<file path="src/common/asdr_pkg.sv">
// Purpose: Shared constants and types for the stream descriptor ring block
// Assumes: Eight streams, input streams 0-3 first, output streams 0-3 next
// Notes:   Offsets are byte offsets from the controller memory base
package asdr_pkg;

   localparam int unsigned ASDR_STREAMS    = 8;
   localparam int unsigned ASDR_IN_STREAMS = 4;
   localparam int unsigned ASDR_AW         = 9;
   localparam int unsigned ASDR_DW         = 16;
   localparam int unsigned ASDR_IW         = 8;
   localparam int unsigned ASDR_FW         = 16;

   // Register map, one block of registers per stream
   localparam logic [8:0] ASDR_IN0_LAST_DESCRIPTOR_INDEX_OFS  = 9'h08C;
   localparam logic [8:0] ASDR_IN0_FIFO_DEPTH_OFS             = 9'h090;
   localparam logic [8:0] ASDR_IN1_LAST_DESCRIPTOR_INDEX_OFS  = 9'h0AC;
   localparam logic [8:0] ASDR_IN1_FIFO_DEPTH_OFS             = 9'h0B0;
   localparam logic [8:0] ASDR_IN2_LAST_DESCRIPTOR_INDEX_OFS  = 9'h0CC;
   localparam logic [8:0] ASDR_IN2_FIFO_DEPTH_OFS             = 9'h0D0;
   localparam logic [8:0] ASDR_IN3_LAST_DESCRIPTOR_INDEX_OFS  = 9'h0EC;
   localparam logic [8:0] ASDR_IN3_FIFO_DEPTH_OFS             = 9'h0F0;
   localparam logic [8:0] ASDR_OUT0_LAST_DESCRIPTOR_INDEX_OFS = 9'h10C;
   localparam logic [8:0] ASDR_OUT0_FIFO_DEPTH_OFS            = 9'h110;
   localparam logic [8:0] ASDR_OUT1_LAST_DESCRIPTOR_INDEX_OFS = 9'h12C;
   localparam logic [8:0] ASDR_OUT1_FIFO_DEPTH_OFS            = 9'h130;
   localparam logic [8:0] ASDR_OUT2_LAST_DESCRIPTOR_INDEX_OFS = 9'h14C;
   localparam logic [8:0] ASDR_OUT2_FIFO_DEPTH_OFS            = 9'h150;
   localparam logic [8:0] ASDR_OUT3_LAST_DESCRIPTOR_INDEX_OFS = 9'h16C;
   localparam logic [8:0] ASDR_OUT3_FIFO_DEPTH_OFS            = 9'h170;

   localparam logic [8:0] ASDR_STREAM0_BASE = ASDR_IN0_LAST_DESCRIPTOR_INDEX_OFS;
   localparam logic [8:0] ASDR_STREAM_SPAN  = 9'h100;
   localparam logic [4:0] ASDR_LDI_REL      = 5'h00;
   localparam logic [4:0] ASDR_DEPTH_REL    = 5'h04;

   // Reset values
   localparam logic [7:0]  ASDR_LDI_RESET   = 8'h00;
   localparam logic [7:0]  ASDR_IDX_RESET   = 8'h00;
   localparam logic [15:0] ASDR_RDATA_RESET = 16'h0000;

   // Format field positions
   localparam int unsigned ASDR_FMT_CHAN_LSB = 0;
   localparam int unsigned ASDR_FMT_BITS_LSB = 4;

   // Sample size codes
   localparam logic [2:0] ASDR_BITS_8  = 3'h0;
   localparam logic [2:0] ASDR_BITS_16 = 3'h1;

   // FIFO depths in dwords
   localparam logic [15:0] ASDR_DEPTH_IN   = 16'h0040;
   localparam logic [15:0] ASDR_DEPTH_MIN  = 16'h0020;
   localparam logic [15:0] ASDR_DEPTH_MAX  = 16'h0100;
   localparam logic [15:0] ASDR_DEPTH_UNIT = 16'h0020;

   typedef enum logic [1:0] {
      ASDR_KIND_NONE,
      ASDR_KIND_LDI,
      ASDR_KIND_DEPTH
   } asdr_kind_t;

   typedef struct packed {
      asdr_kind_t kind;
      logic [2:0] stream;
   } asdr_decode_t;

   typedef enum logic {
      ASDR_WALK_IDLE,
      ASDR_WALK_ACTIVE
   } asdr_walk_state_t;

endpackage

</file>
<file path="src/verilog/asdr_ring_walker.sv">
// Purpose: Descriptor index walker for one stream
// Assumes: Completion pulses come from the fetch engine in the same clock
// Notes:   Index restarts at zero on every start of the stream
`timescale 1ns/100ps
`default_nettype none
module asdr_ring_walker
   import asdr_pkg::*;
(
   input  wire logic              clock_i,
   input  wire logic              nrst_i,
   input  wire logic              run_i,
   input  wire logic              desc_done_i,
   input  wire logic [ASDR_IW-1:0] last_index_i,
   output logic      [ASDR_IW-1:0] desc_index_o,
   output logic                    wrap_o,
   output logic                    active_o
);

   typedef struct packed {
      asdr_walk_state_t  state;
      logic [ASDR_IW-1:0] index;
      logic              wrap;
   } asdr_walk_t;

   asdr_walk_t walk_reg;
   asdr_walk_t walk_next;

   always_comb begin
      walk_next      = walk_reg;
      walk_next.wrap = 1'b0;
      unique case (walk_reg.state)
         ASDR_WALK_IDLE: begin
            if (run_i) begin
               walk_next.state = ASDR_WALK_ACTIVE;
               walk_next.index = ASDR_IDX_RESET;
            end
         end
         ASDR_WALK_ACTIVE: begin
            if (!run_i) begin
               walk_next.state = ASDR_WALK_IDLE;
            end else if (desc_done_i) begin
               if (walk_reg.index == last_index_i) begin
                  // Stays active: the ring never stops at its end
                  walk_next.index = ASDR_IDX_RESET;
                  walk_next.wrap  = 1'b1;
               end else begin
                  walk_next.index = ASDR_IW'(walk_reg.index + 8'h01);
               end
            end
         end
      endcase
   end

   always_ff @(posedge clock_i or negedge nrst_i) begin
      if (!nrst_i) begin
         walk_reg.state <= ASDR_WALK_IDLE;
         walk_reg.index <= ASDR_IDX_RESET;
         walk_reg.wrap  <= 1'b0;
      end else begin
         walk_reg <= walk_next;
      end
   end

   assign desc_index_o = walk_reg.index;
   assign wrap_o       = walk_reg.wrap;
   assign active_o     = (walk_reg.state == ASDR_WALK_ACTIVE);

endmodule
`default_nettype wire

</file>
<file path="src/verilog/asdr_descriptor_ring.sv">
// Purpose: Per-stream last descriptor index and FIFO depth registers with ring walkers
// Assumes: Register strobes are one cycle wide and synchronous to clock_i
// Notes:   Read data returns one cycle after the read strobe
//
// Contract
// - After the last indexed descriptor the walker returns to zero and keeps running.
// - Each stream has a read-only 16-bit FIFO depth register in dwords.
// - Output stream depth lies within 32 to 256 dwords, chosen from format.
// - Input stream depth is always 64 dwords whatever the format.
// - Four input and four output stream blocks, 0x20 apart, at 0x8C and 0x10C.
`timescale 1ns/100ps
`default_nettype none
module asdr_descriptor_ring
   import asdr_pkg::*;
(
   input  wire logic                           clock_i,
   input  wire logic                           nrst_i,
   input  wire logic [ASDR_AW-1:0]             reg_addr_i,
   input  wire logic                           reg_wr_i,
   input  wire logic                           reg_rd_i,
   input  wire logic [1:0]                     reg_be_i,
   input  wire logic [ASDR_DW-1:0]             reg_wdata_i,
   output logic      [ASDR_DW-1:0]             reg_rdata_o,
   output logic                                reg_rvalid_o,
   input  wire logic [ASDR_STREAMS-1:0]        run_i,
   input  wire logic [ASDR_STREAMS*ASDR_FW-1:0] fmt_i,
   input  wire logic [ASDR_STREAMS-1:0]        desc_done_i,
   output logic      [ASDR_STREAMS*ASDR_IW-1:0] desc_index_o,
   output logic      [ASDR_STREAMS-1:0]        wrap_o,
   output logic      [ASDR_STREAMS-1:0]        active_o
);

   typedef struct packed {
      logic [ASDR_STREAMS-1:0][ASDR_IW-1:0] ldi;
      logic [ASDR_DW-1:0]                   rdata;
      logic                                 rvalid;
   } asdr_regs_t;

   asdr_regs_t regs_reg;
   asdr_regs_t regs_next;

   asdr_decode_t wr_dec;
   asdr_decode_t rd_dec;
   logic [ASDR_STREAMS-1:0][ASDR_DW-1:0] depth;

   // Stream blocks repeat every 0x20 bytes; the output blocks follow the input ones
   function automatic asdr_decode_t asdr_decode(input logic [ASDR_AW-1:0] addr);
      asdr_decode_t d;
      logic [ASDR_AW-1:0] rel;
      d.kind   = ASDR_KIND_NONE;
      d.stream = 3'h0;
      rel      = ASDR_AW'(addr - ASDR_STREAM0_BASE);
      if (addr >= ASDR_STREAM0_BASE && rel < ASDR_STREAM_SPAN) begin
         d.stream = rel[7:5];
         if (rel[4:0] == ASDR_LDI_REL) begin
            d.kind = ASDR_KIND_LDI;
         end else if (rel[4:0] == ASDR_DEPTH_REL) begin
            d.kind = ASDR_KIND_DEPTH;
         end
      end
      return d;
   endfunction

   // Depth grows with frame size so that wide formats get more buffering
   function automatic logic [ASDR_DW-1:0] asdr_out_depth(input logic [ASDR_FW-1:0] fmt);
      logic [2:0] bits;
      logic [4:0] chans;
      logic [6:0] frame_bytes;
      logic [4:0] frame_dw;
      logic [15:0] d;
      bits  = fmt[ASDR_FMT_BITS_LSB +: 3];
      chans = 5'(fmt[ASDR_FMT_CHAN_LSB +: 4]) + 5'h01;
      if (bits == ASDR_BITS_8) begin
         frame_bytes = 7'(chans);
      end else if (bits == ASDR_BITS_16) begin
         frame_bytes = 7'({chans, 1'b0});
      end else begin
         // 20, 24, 32 bit and reserved sizes all take a full dword container
         frame_bytes = 7'({chans, 2'b00});
      end
      frame_dw = 5'(({1'b0, frame_bytes} + 8'h03) >> 2);
      d = 16'(frame_dw) * ASDR_DEPTH_UNIT;
      if (d < ASDR_DEPTH_MIN) begin
         d = ASDR_DEPTH_MIN;
      end else if (d > ASDR_DEPTH_MAX) begin
         d = ASDR_DEPTH_MAX;
      end
      return d;
   endfunction

   assign wr_dec = asdr_decode(reg_addr_i);
   assign rd_dec = asdr_decode(reg_addr_i);

   genvar s;
   generate
      for (s = 0; s < ASDR_STREAMS; s++) begin : g_stream
         if (s < ASDR_IN_STREAMS) begin : g_in
            assign depth[s] = ASDR_DEPTH_IN;
         end else begin : g_out
            assign depth[s] = asdr_out_depth(fmt_i[s*ASDR_FW +: ASDR_FW]);
         end

         asdr_ring_walker u_walker (
            .clock_i      (clock_i),
            .nrst_i       (nrst_i),
            .run_i        (run_i[s]),
            .desc_done_i  (desc_done_i[s]),
            .last_index_i (regs_reg.ldi[s]),
            .desc_index_o (desc_index_o[s*ASDR_IW +: ASDR_IW]),
            .wrap_o       (wrap_o[s]),
            .active_o     (active_o[s])
         );
      end
   endgenerate

   always_comb begin
      regs_next        = regs_reg;
      regs_next.rvalid = 1'b0;
      // Upper byte is reserved and not stored; FIFO depth ignores writes
      if (reg_wr_i && wr_dec.kind == ASDR_KIND_LDI && reg_be_i[0]) begin
         regs_next.ldi[wr_dec.stream] = reg_wdata_i[ASDR_IW-1:0];
      end
      if (reg_rd_i) begin
         regs_next.rvalid = 1'b1;
         unique case (rd_dec.kind)
            ASDR_KIND_LDI: begin
               regs_next.rdata = {8'h00, regs_reg.ldi[rd_dec.stream]};
            end
            ASDR_KIND_DEPTH: begin
               regs_next.rdata = depth[rd_dec.stream];
            end
            ASDR_KIND_NONE: begin
               regs_next.rdata = ASDR_RDATA_RESET;
            end
            default: begin
               regs_next.rdata = ASDR_RDATA_RESET;
            end
         endcase
      end
   end

   always_ff @(posedge clock_i or negedge nrst_i) begin
      if (!nrst_i) begin
         for (int i = 0; i < ASDR_STREAMS; i++) begin
            regs_reg.ldi[i] <= ASDR_LDI_RESET;
         end
         regs_reg.rdata  <= ASDR_RDATA_RESET;
         regs_reg.rvalid <= 1'b0;
      end else begin
         regs_reg <= regs_next;
      end
   end

   assign reg_rdata_o  = regs_reg.rdata;
   assign reg_rvalid_o = regs_reg.rvalid;

endmodule
`default_nettype wire

</file>
<file path="config.mk">
export PLATFORM = sky130hd
export DESIGN_NAME = asdr_descriptor_ring
export DESIGN_NICKNAME = d
export VERILOG_FILES = /design/src/common/asdr_pkg.sv /design/src/verilog/asdr_ring_walker.sv /design/src/verilog/asdr_descriptor_ring.sv
export SDC_FILE = /design/constraint.sdc
export NUM_CORES = 1
export LEC_CHECK = 0
export BUFFER_PORTS_ARGS = -buffer_cell sky130_fd_sc_hd__buf_4
export CORE_ASPECT_RATIO = 1.2
export CORE_MARGIN = 1.5
export CORE_UTILIZATION = 39
export CTS_BUF_LIST = sky130_fd_sc_hd__clkbuf_4
export DETAILED_ROUTE_END_ITERATION = 8
export GPL_ROUTABILITY_DRIVEN = 1
export SLEW_MARGIN = 20
export SYNTH_ARGS = -nofsm -noshare
export SYNTH_HDL_FRONTEND = slang
export SYNTH_HIERARCHICAL = 1
export SYNTH_SLANG_ARGS = --single-unit
</file>
<file path="constraint.sdc">
create_clock -name clock_i -period 1.65 [get_ports clock_i]
set_clock_uncertainty 0.1 [all_clocks]
set_input_delay 0.33 -clock clock_i [delete_from_list [all_inputs] [get_ports clock_i]]
set_output_delay 0.33 -clock clock_i [all_outputs]
set_load 0.01 [all_outputs]
</file>
==> summary.md, run 1 <==
| Metric | Value |
|---|---|
| Met2 Resource Use GR | `43.3%` |
| GR Util met3 | `4.19%` |
| Power, Total | `8.27 mW` |
| Die H | `178 µm` |
| Outcome | `complete, but fails checks` |
| Placed inst area | `approximately 14000 µm²` |
| Initial antenna violation count | `1` |
| VDD IR max | `0.000433 V` |
| Reg2Reg Setup Slack | `-0.19 ns` |
| RSZ-0062 raised after global routing | `yes` |
| Compound-Gate Fraction of Synth Area | `between 10% and 20%` |
| Multiplexer area fraction after synthesis | `roughly a tenth` |
| Drt pass-1 iters | `5` |
| DRC Markers | `0` |
| Share of layout cells above drive strength 1 | `56.5%` |
| Period utilization | `112%` |
| Hold Path Cell Cnt | `4` |
| Cts bufs inserted | `17` |
| Pwr dens | `494 nW/µm²` |
| Pre-CTS WS | `-0.754 ns` |
| Initial Util | `between 30 and 40%` |
| Vias per cell | `5.28` |
| Predominant post-synthesis flop cell | `dfrtp_1` |
| PortBufs | `156` |
| Clk sinks | `roughly 160` |
| Die Wd | `149 µm` |
| Final-report hold violation count | `0` |
| Post-synth EDFFs | `0` |
| Flop and latch count out of synthesis | `155` |
| Final setup vio count | `193` |
| Number of global-route vias before repair | `10200` |
| Syn_area_per_cell | `9.74 µm²` |
| Layer with the highest usage | `met2` |
| Post-route cell area | `16700 µm²` |
| Drt initial violations | `475` |
| Reg2reg end | `g_stream[1].u_walker/desc_index_o[5]$_DFFE_PN0P_` |
| Sequential fraction of the synthesis area | `~39%` |
| Cell Area, Synth | `9940 µm²` |
| Hold Crit Class | `in2reg` |
| Final worst slack | `-0.201 ns` |
| Cell Count, Final, Fillers Out | `a little under 2000` |
| Clk buf depth | `2` |
| Vias | `10100` |
| First-pass GRT wire length | `51.8 mm` |
| Largest family of logic cells by synthesized area | `simple AND/OR/NAND/NOR gates` |
| Reg2reg start | `regs_reg[26]$_DFFE_PN0P_` |
| Worst hold path startpoint | `desc_done_i[6]` |
| Post-Place Cells | `1725` |
| Critical path launch point type | `input port` |
| Final Critical Period | `between 1.5 and 2 ns` |
| Area growth, synth to finish | `68.5%` |
| IO Pins | `around 270` |
| Worst skew pair latency | `0.59 ns` |
| Num rows | `63` |
| GRT Util Overall | `approximately 25%` |
| Netlist cell types | `81` |
| CTS tree | `yes` |
| Clock slew at reported path FFs | `0.15 ns` |
| Kind of critical path | `in2reg` |
| Dpl hpwl | `22.2 mm` |
| FMAX | `between 500 and 600 MHz` |
| Ys async rst share | `100%` |
| Post-route ant nets | `0` |
| Core area | `24900 µm²` |
| Die Footprint | `26500 µm²` |
| Synth Area in XOR/XNOR | `around 7.1%` |
| DRT Wirelength | `about 33 mm` |
| Fin nets | `roughly 1800` |
| Failing checks | `negative setup slack` |
| Worst-path maximum fanout | `4` |
| # H-tree levels | `4` |
| Largest net degree at the start of global routing | `37` |
| CP Capture Type | `register` |
| Clock Tree Root | `clkbuf_4` |
| Arrival time at the worst endpoint | `2.22 ns` |
| Synth Area in Simple Gates | `19.4%` |
| Total grt overflow | `0` |
| Adder and majority cell fraction of the synthesized area | `1.51%` |
| Leak | `a little over 8 nW` |
| FF-to-FF path depth | `6` |
| Crit path required time | `2.01 ns` |
| Wire length per cell | `approximately 17 µm` |
| Met1 Usage GRT | `a little under a third` |
| Cells after synthesis | `1020` |
| Max-Cap Viols | `0` |
| Syn. warnings | `6` |
| Placer Congestion | `0.877` |
| Max-slew violations | `0` |
| Hold path endpoint | `g_stream[6].u_walker/desc_index_o[2]$_DFFE_PN0P_` |
==> synthesized netlist by cell type, types with 13 or more instances <==
master	count	area share, %
dfrtp_1	155	39
nand2_1	92	3.5
nor2_1	74	2.8
mux2_2	71	8.0
xor2_1	71	6.3
nand3_1	63	3.2
inv_1	32	1.2
o21ai_0	32	1.6
a21oi_1	31	1.6
a22o_2	21	2.1
clkbuf_1	20	0.76
or2_2	20	1.3
buf_4	19	1.4
nor4_2	16	2.0
a21o_2	14	1.2
a221o_1	14	1.4
and3_2	14	1.1
nor3_1	14	0.71
mux2i_1	13	1.3
==> worst max-delay path, cell delays in order <==
cell      delay [ns]
buf_8           0.11
a2111o_1        0.47
a21boi_2        0.20
o21a_4          0.20
nand4_4         0.21
nor2_4          0.24
buf_6           0.15
mux2_4          0.30
==> per-layer routing <==
layer  share of wire (%)  routed length (µm)
met3                 4.7                1570
met5                   0                   0
met1                  42               14100
met4                 2.0                 678
met2                  51               17100
==> cells in the final DEF, fill, tap and decap left out, types with 7 or more instances in the layout <==
master and n:
a21o_1 8, a21o_2 14, a21oi_1 19, a21oi_2 12, a21oi_4 16, a221o_1 14
a22o_1 9, a22o_2 17, and3_4 16, buf_12 18, buf_4 379, buf_6 164
clkbuf_4 17, dfrtp_1 126, dfrtp_2 29, dlygate4sd3_1 19, inv_1 32, mux2_2 7
mux2_4 66, mux2i_1 11, nand2_1 91, nand2b_1 7, nand3_1 58, nor2_1 72
nor2_4 8, nor2b_1 8, nor3_1 12, nor4_2 14, o21ai_0 21, o21ai_1 10
o21ai_2 10, o22ai_1 9, or2_2 15, xnor2_1 7, xor2_1 58, xor2_2 12
==> timing repair <==
item	4_1_cts	5_1_grt
hold buffers	19	0
endpoints found under the setup margin	199	204
pin swaps	76	59
cloned	6	3
setup buffers	112	27
endpoints found under the hold margin	223	0
gates resized for setup	238	89
==> how the worst max path moves through the flow <==
stage | startpoint | to | slack, ns | depth (start not counted)
2_1_floorplan | reg_addr_i[3] | reg_rdata_o[7]$_DFFE_PN0P_ | -0.46 | 7
4_1_cts | regs_reg[29]$_DFFE_PN0P_ | g_stream[1].u_walker/desc_index_o[5]$_DFFE_PN0P_ | -0.14 | 5
3_3_place_gp | reg_addr_i[2] | regs_reg[23]$_DFFE_PN0P_ | -0.74 | 7
3_5_place_dp | reg_addr_i[3] | reg_rdata_o[6]$_DFFE_PN0P_ | -0.75 | 10
5_1_grt | g_stream[5].u_walker/desc_index_o[2]$_DFFE_PN0P_ | g_stream[5].u_walker/desc_index_o[3]$_DFFE_PN0P_ | -0.26 | 6
6_report | reg_addr_i[2] | regs_reg[37]$_DFFE_PN0P_ | -0.20 | 8
==> power breakdown <==
group          internal [mW]  switching [mW]
logic                   1.11            1.10
clock network          0.618            1.53
registers               3.86          0.0479
==> logic make-up (layout without fill, tap and decap cells) <==
| family | count (synthesis) | in the layout |
|---|---|---|
| AOI/OAI and AO/OA | 241 | 248 |
| muxes | 87 | 87 |
| and+or+nand+nor | 358 | 359 |
| other | 1 | 7 |
| xor gates and xnor gates | 80 | 80 |
| buffers and inverters | 86 | 649 |
| adders and majority gates | 12 | 12 |
| DFF | 155 | 155 |
==> through the flow <==
stage / hold slack (ns) / utilization, % / TNS, ns
floorplan: -0.0656 / - / -33.61
detailed placement: 0.177 / 55.0 / -60.02
CTS: 0.0192 / 64.5 / -10.87
global route: 0.0225 / 67.2 / -25.60
finish: 0.0433 / 67.2 / -15.49
global placement: 0.176 / 55.0 / -57.80
==> area by class of cell <==
type | count | area [µm²]
multi-input combinational | 792 | 6740
fill | 1866 | 8170
sequential | 155 | 3920
tap | 325 | 407
timing repair buffer | 584 | 5310
antenna | 1 | 2.50
inverter | 33 | 124
clock inverter | 15 | 113
clock buffer | 17 | 128
(Power assumes the default switching activity.)
==> run 2: changes to the inputs <==
Settings changed: CORE_ASPECT_RATIO 1.2 to 1.5.
==> summary.md, run 2 (synthesis gave the netlist of run 1 again) <==
| Metric | Value |
|---|---|
| Outcome | `complete, but fails checks` |
| Failing checks | `negative setup slack` |
| Clk buf depth | `2 (unchanged)` |
| FMAX | `544 MHz (+0.73%)` |
| Reg2Reg Setup Slack | `-0.19 ns (about the same)` |
| Clock slew at reported path FFs | `0.13 ns (-0.02 ns)` |
| Max-Cap Viols | `0 (unchanged)` |
| Vias | `10300 (+1.0%)` |
| Share of layout cells above drive strength 1 | `56.0% (-0.49 points)` |
| Largest net degree at the start of global routing | `43 (+16%)` |
| VDD IR max | `0.000367 V (-15%)` |
| Filler Cell Count | `1942 (+4.1%)` |
| Drt pass-1 iters | `5 (unchanged)` |
| Number of global-route vias before repair | `10700 (+4.9%)` |
| Clk sinks | `155 (unchanged)` |
| Die Footprint | `26500 µm² (about the same)` |
| Placer Congestion | `0.880 (+0.40%)` |
| CTS tree | `yes` |
| Clock share of power | `28.0% (+2.0 points)` |
| Area growth, synth to finish | `66.6%` |
| Hold Crit Class | `in2reg` |
| PortBufs | `156 (unchanged)` |
| Final Critical Period | `1.84 ns (-0.0134 ns)` |
| CP Capture Type | `register` |
| GRT Util Overall | `25.4% (+0.82 points)` |
| Max-slew violations | `0 (unchanged)` |
| Worst skew pair latency | `0.59 ns (about the same)` |
| Num rows | `71 (+13%)` |
| Switch share | `30.2% (-2.1 points)` |
| Fin nets | `1768 (-0.11%)` |
| Clock Tree Root | `clkbuf_4` |
| Commonest non-fill, non-tap cell in the layout | `buf_4` |
| IO Pins | `272 (unchanged)` |
| Reg2reg start | `g_stream[6].u_walker/desc_index_o[3]$_DFFE_PN0P_` |
| Final-report hold violation count | `0 (unchanged)` |
| Core area | `25100 µm² (+0.57%)` |
| Worst-path maximum fanout | `6 (+2)` |
| DRT Wirelength | `33.7 mm (+1.1%)` |
| Initial antenna violation count | `1 (unchanged)` |
| Comb pwr share | `25.6% (-1.2 points)` |
| Kind of critical path | `reg2reg` |
| Die Wd | `133 µm (-10%)` |
| Total grt overflow | `0 (unchanged)` |
| Core Util, Final | `66.1% (-1.1 points)` |
| Leak | `8.10 nW (-0.86%)` |
| Post-Route Hold Slack | `0.0712 ns (+0.0279 ns)` |
| Wire length per cell | `17.5 µm (+1.0%)` |
| Int Pwr | `5.88 mW (+5.1%)` |
| Hold Path Cell Cnt | `3 (-1)` |
| DRC Markers | `0 (unchanged)` |
| RSZ-0062 raised after global routing | `yes` |
| Cts bufs inserted | `17 (unchanged)` |
| Post-route ant nets | `0 (unchanged)` |
| FF-to-FF path depth | `6 (unchanged)` |
| Period utilization | `111% (-0.82 points)` |
| Most frequent cells in the layout | `buf_4 (386), buf_6 (158), dfrtp_1 (126), nand2_1 (92), nor2_1 (70)` |
| Drt initial violations | `441 (-7.2%)` |
| Reg power frac | `46.4% (-0.9 points)` |
| Reg2reg end | `g_stream[6].u_walker/desc_index_o[5]$_DFFE_PN0P_` |
| Dpl hpwl | `23.2 mm (+4.8%)` |
| Final worst slack | `-0.188 ns (+0.0135 ns)` |
| Hold path endpoint | `g_stream[6].u_walker/wrap_o$_DFF_PN0_` |
| Crit path required time | `2.02 ns (about the same)` |
| # H-tree levels | `4 (unchanged)` |
| Worst hold path startpoint | `desc_done_i[6]` |
| Switching pwr | `2.54 mW (-4.8%)` |
| Pwr dens | `509 nW/µm² (+3.0%)` |
| First-pass GRT wire length | `53.5 mm (+3.4%)` |
| Vias per cell | `5.33 (+0.97%)` |
| Critical path launch point type | `register` |
| Final setup vio count | `192 (-0.52%)` |
| Arrival time at the worst endpoint | `2.21 ns (about the same)` |
| Initial Util | `39.7% (-0.23 points)` |
| Die H | `199 µm (+12%)` |
run 2: cell types whose count changed in the layout (fill, tap and decap cells not counted), sizes merged:
cell	before	now
inv	39	33
bufinv	0	2
clkbuf	18	20
clkinvlp	3	5
buf	564	563
clkinv	6	5
dlygate4sd3	19	20
or2	22	21
run 2: power by group through the flow:
stage	Sequential [mW]	Combinational, mW	Clock (mW)
floorplan	4.00	0.851	0
global placement	3.98	1.73	0
detailed placement	3.98	1.75	0
CTS	3.91	2.02	2.41
global route	3.91	2.32	2.58
finish	3.91	2.16	2.36
run 2: final cells by class:
cell class	instances	area [µm²]	share of cell area (%)
tap	328	410	2.48
antenna	1	2.50	0.0151
inverter	33	124	0.748
clock inverter	12	125	0.756
multi-input combinational	791	6590	39.8
clock buffer	20	150	0.907
timing repair buffer	583	5240	31.7
sequential	155	3920	23.6
run 2: worst max path at each step:
stage	to	from	depth (start not counted)
floorplan	reg_rdata_o[7]$_DFFE_PN0P_	reg_addr_i[3]	7
global placement	reg_rdata_o[6]$_DFFE_PN0P_	fmt_i[64]	10
detailed placement	reg_rdata_o[6]$_DFFE_PN0P_	fmt_i[64]	10
CTS	g_stream[6].u_walker/desc_index_o[3]$_DFFE_PN0P_	regs_reg[68]$_DFFE_PN0P_	6
global route	g_stream[5].u_walker/desc_index_o[5]$_DFFE_PN0P_	g_stream[5].u_walker/desc_index_o[1]$_DFFE_PN0P_	6
finish	g_stream[6].u_walker/desc_index_o[5]$_DFFE_PN0P_	g_stream[6].u_walker/desc_index_o[3]$_DFFE_PN0P_	6
run 2: repair_timing:
action,4_1_cts,5_1_grt
hold endpoints to repair,233,0
setup buffers,97,24
cloned,7,0
hold buffers,20,0
pin swaps,81,55
gates resized for setup,240,59
endpoints found under the setup margin,200,213
run 2: per-stage QoR:
step                setup WS [ns]  power, mW  instances  TNS, ns  cell area (µm²)
finish                     -0.188       8.42       1923   -10.90            16600
global route               -0.237       8.82       1923   -20.38            16600
detailed placement         -0.789       5.73       1742   -59.22            13800
floorplan                  -0.460       4.85       1025   -33.61            10400
CTS                        -0.128       8.33       1898    -9.99            16100
global placement           -0.799       5.70       1742   -56.74            13800
run 2: routing by layer:
metal / vias up / part of all wire (%) / track usage (%)
met3: 84 / 4.3 / 4.26
met4: 0 / 3.4 / 11.4
met1: 5041 / 38 / 27.7
met5: - / 0 / 0
li1: 4839 / - / -
met2: 289 / 54 / 47.8
run 2: worst max-delay path: stages (launching register included):
cell and delay (ns):
dfrtp_1 0.44, xor2_1 0.18, nor4_2 0.29, buf_4 0.19, a21oi_4 0.09, and3_4 0.16, a221o_1 0.27
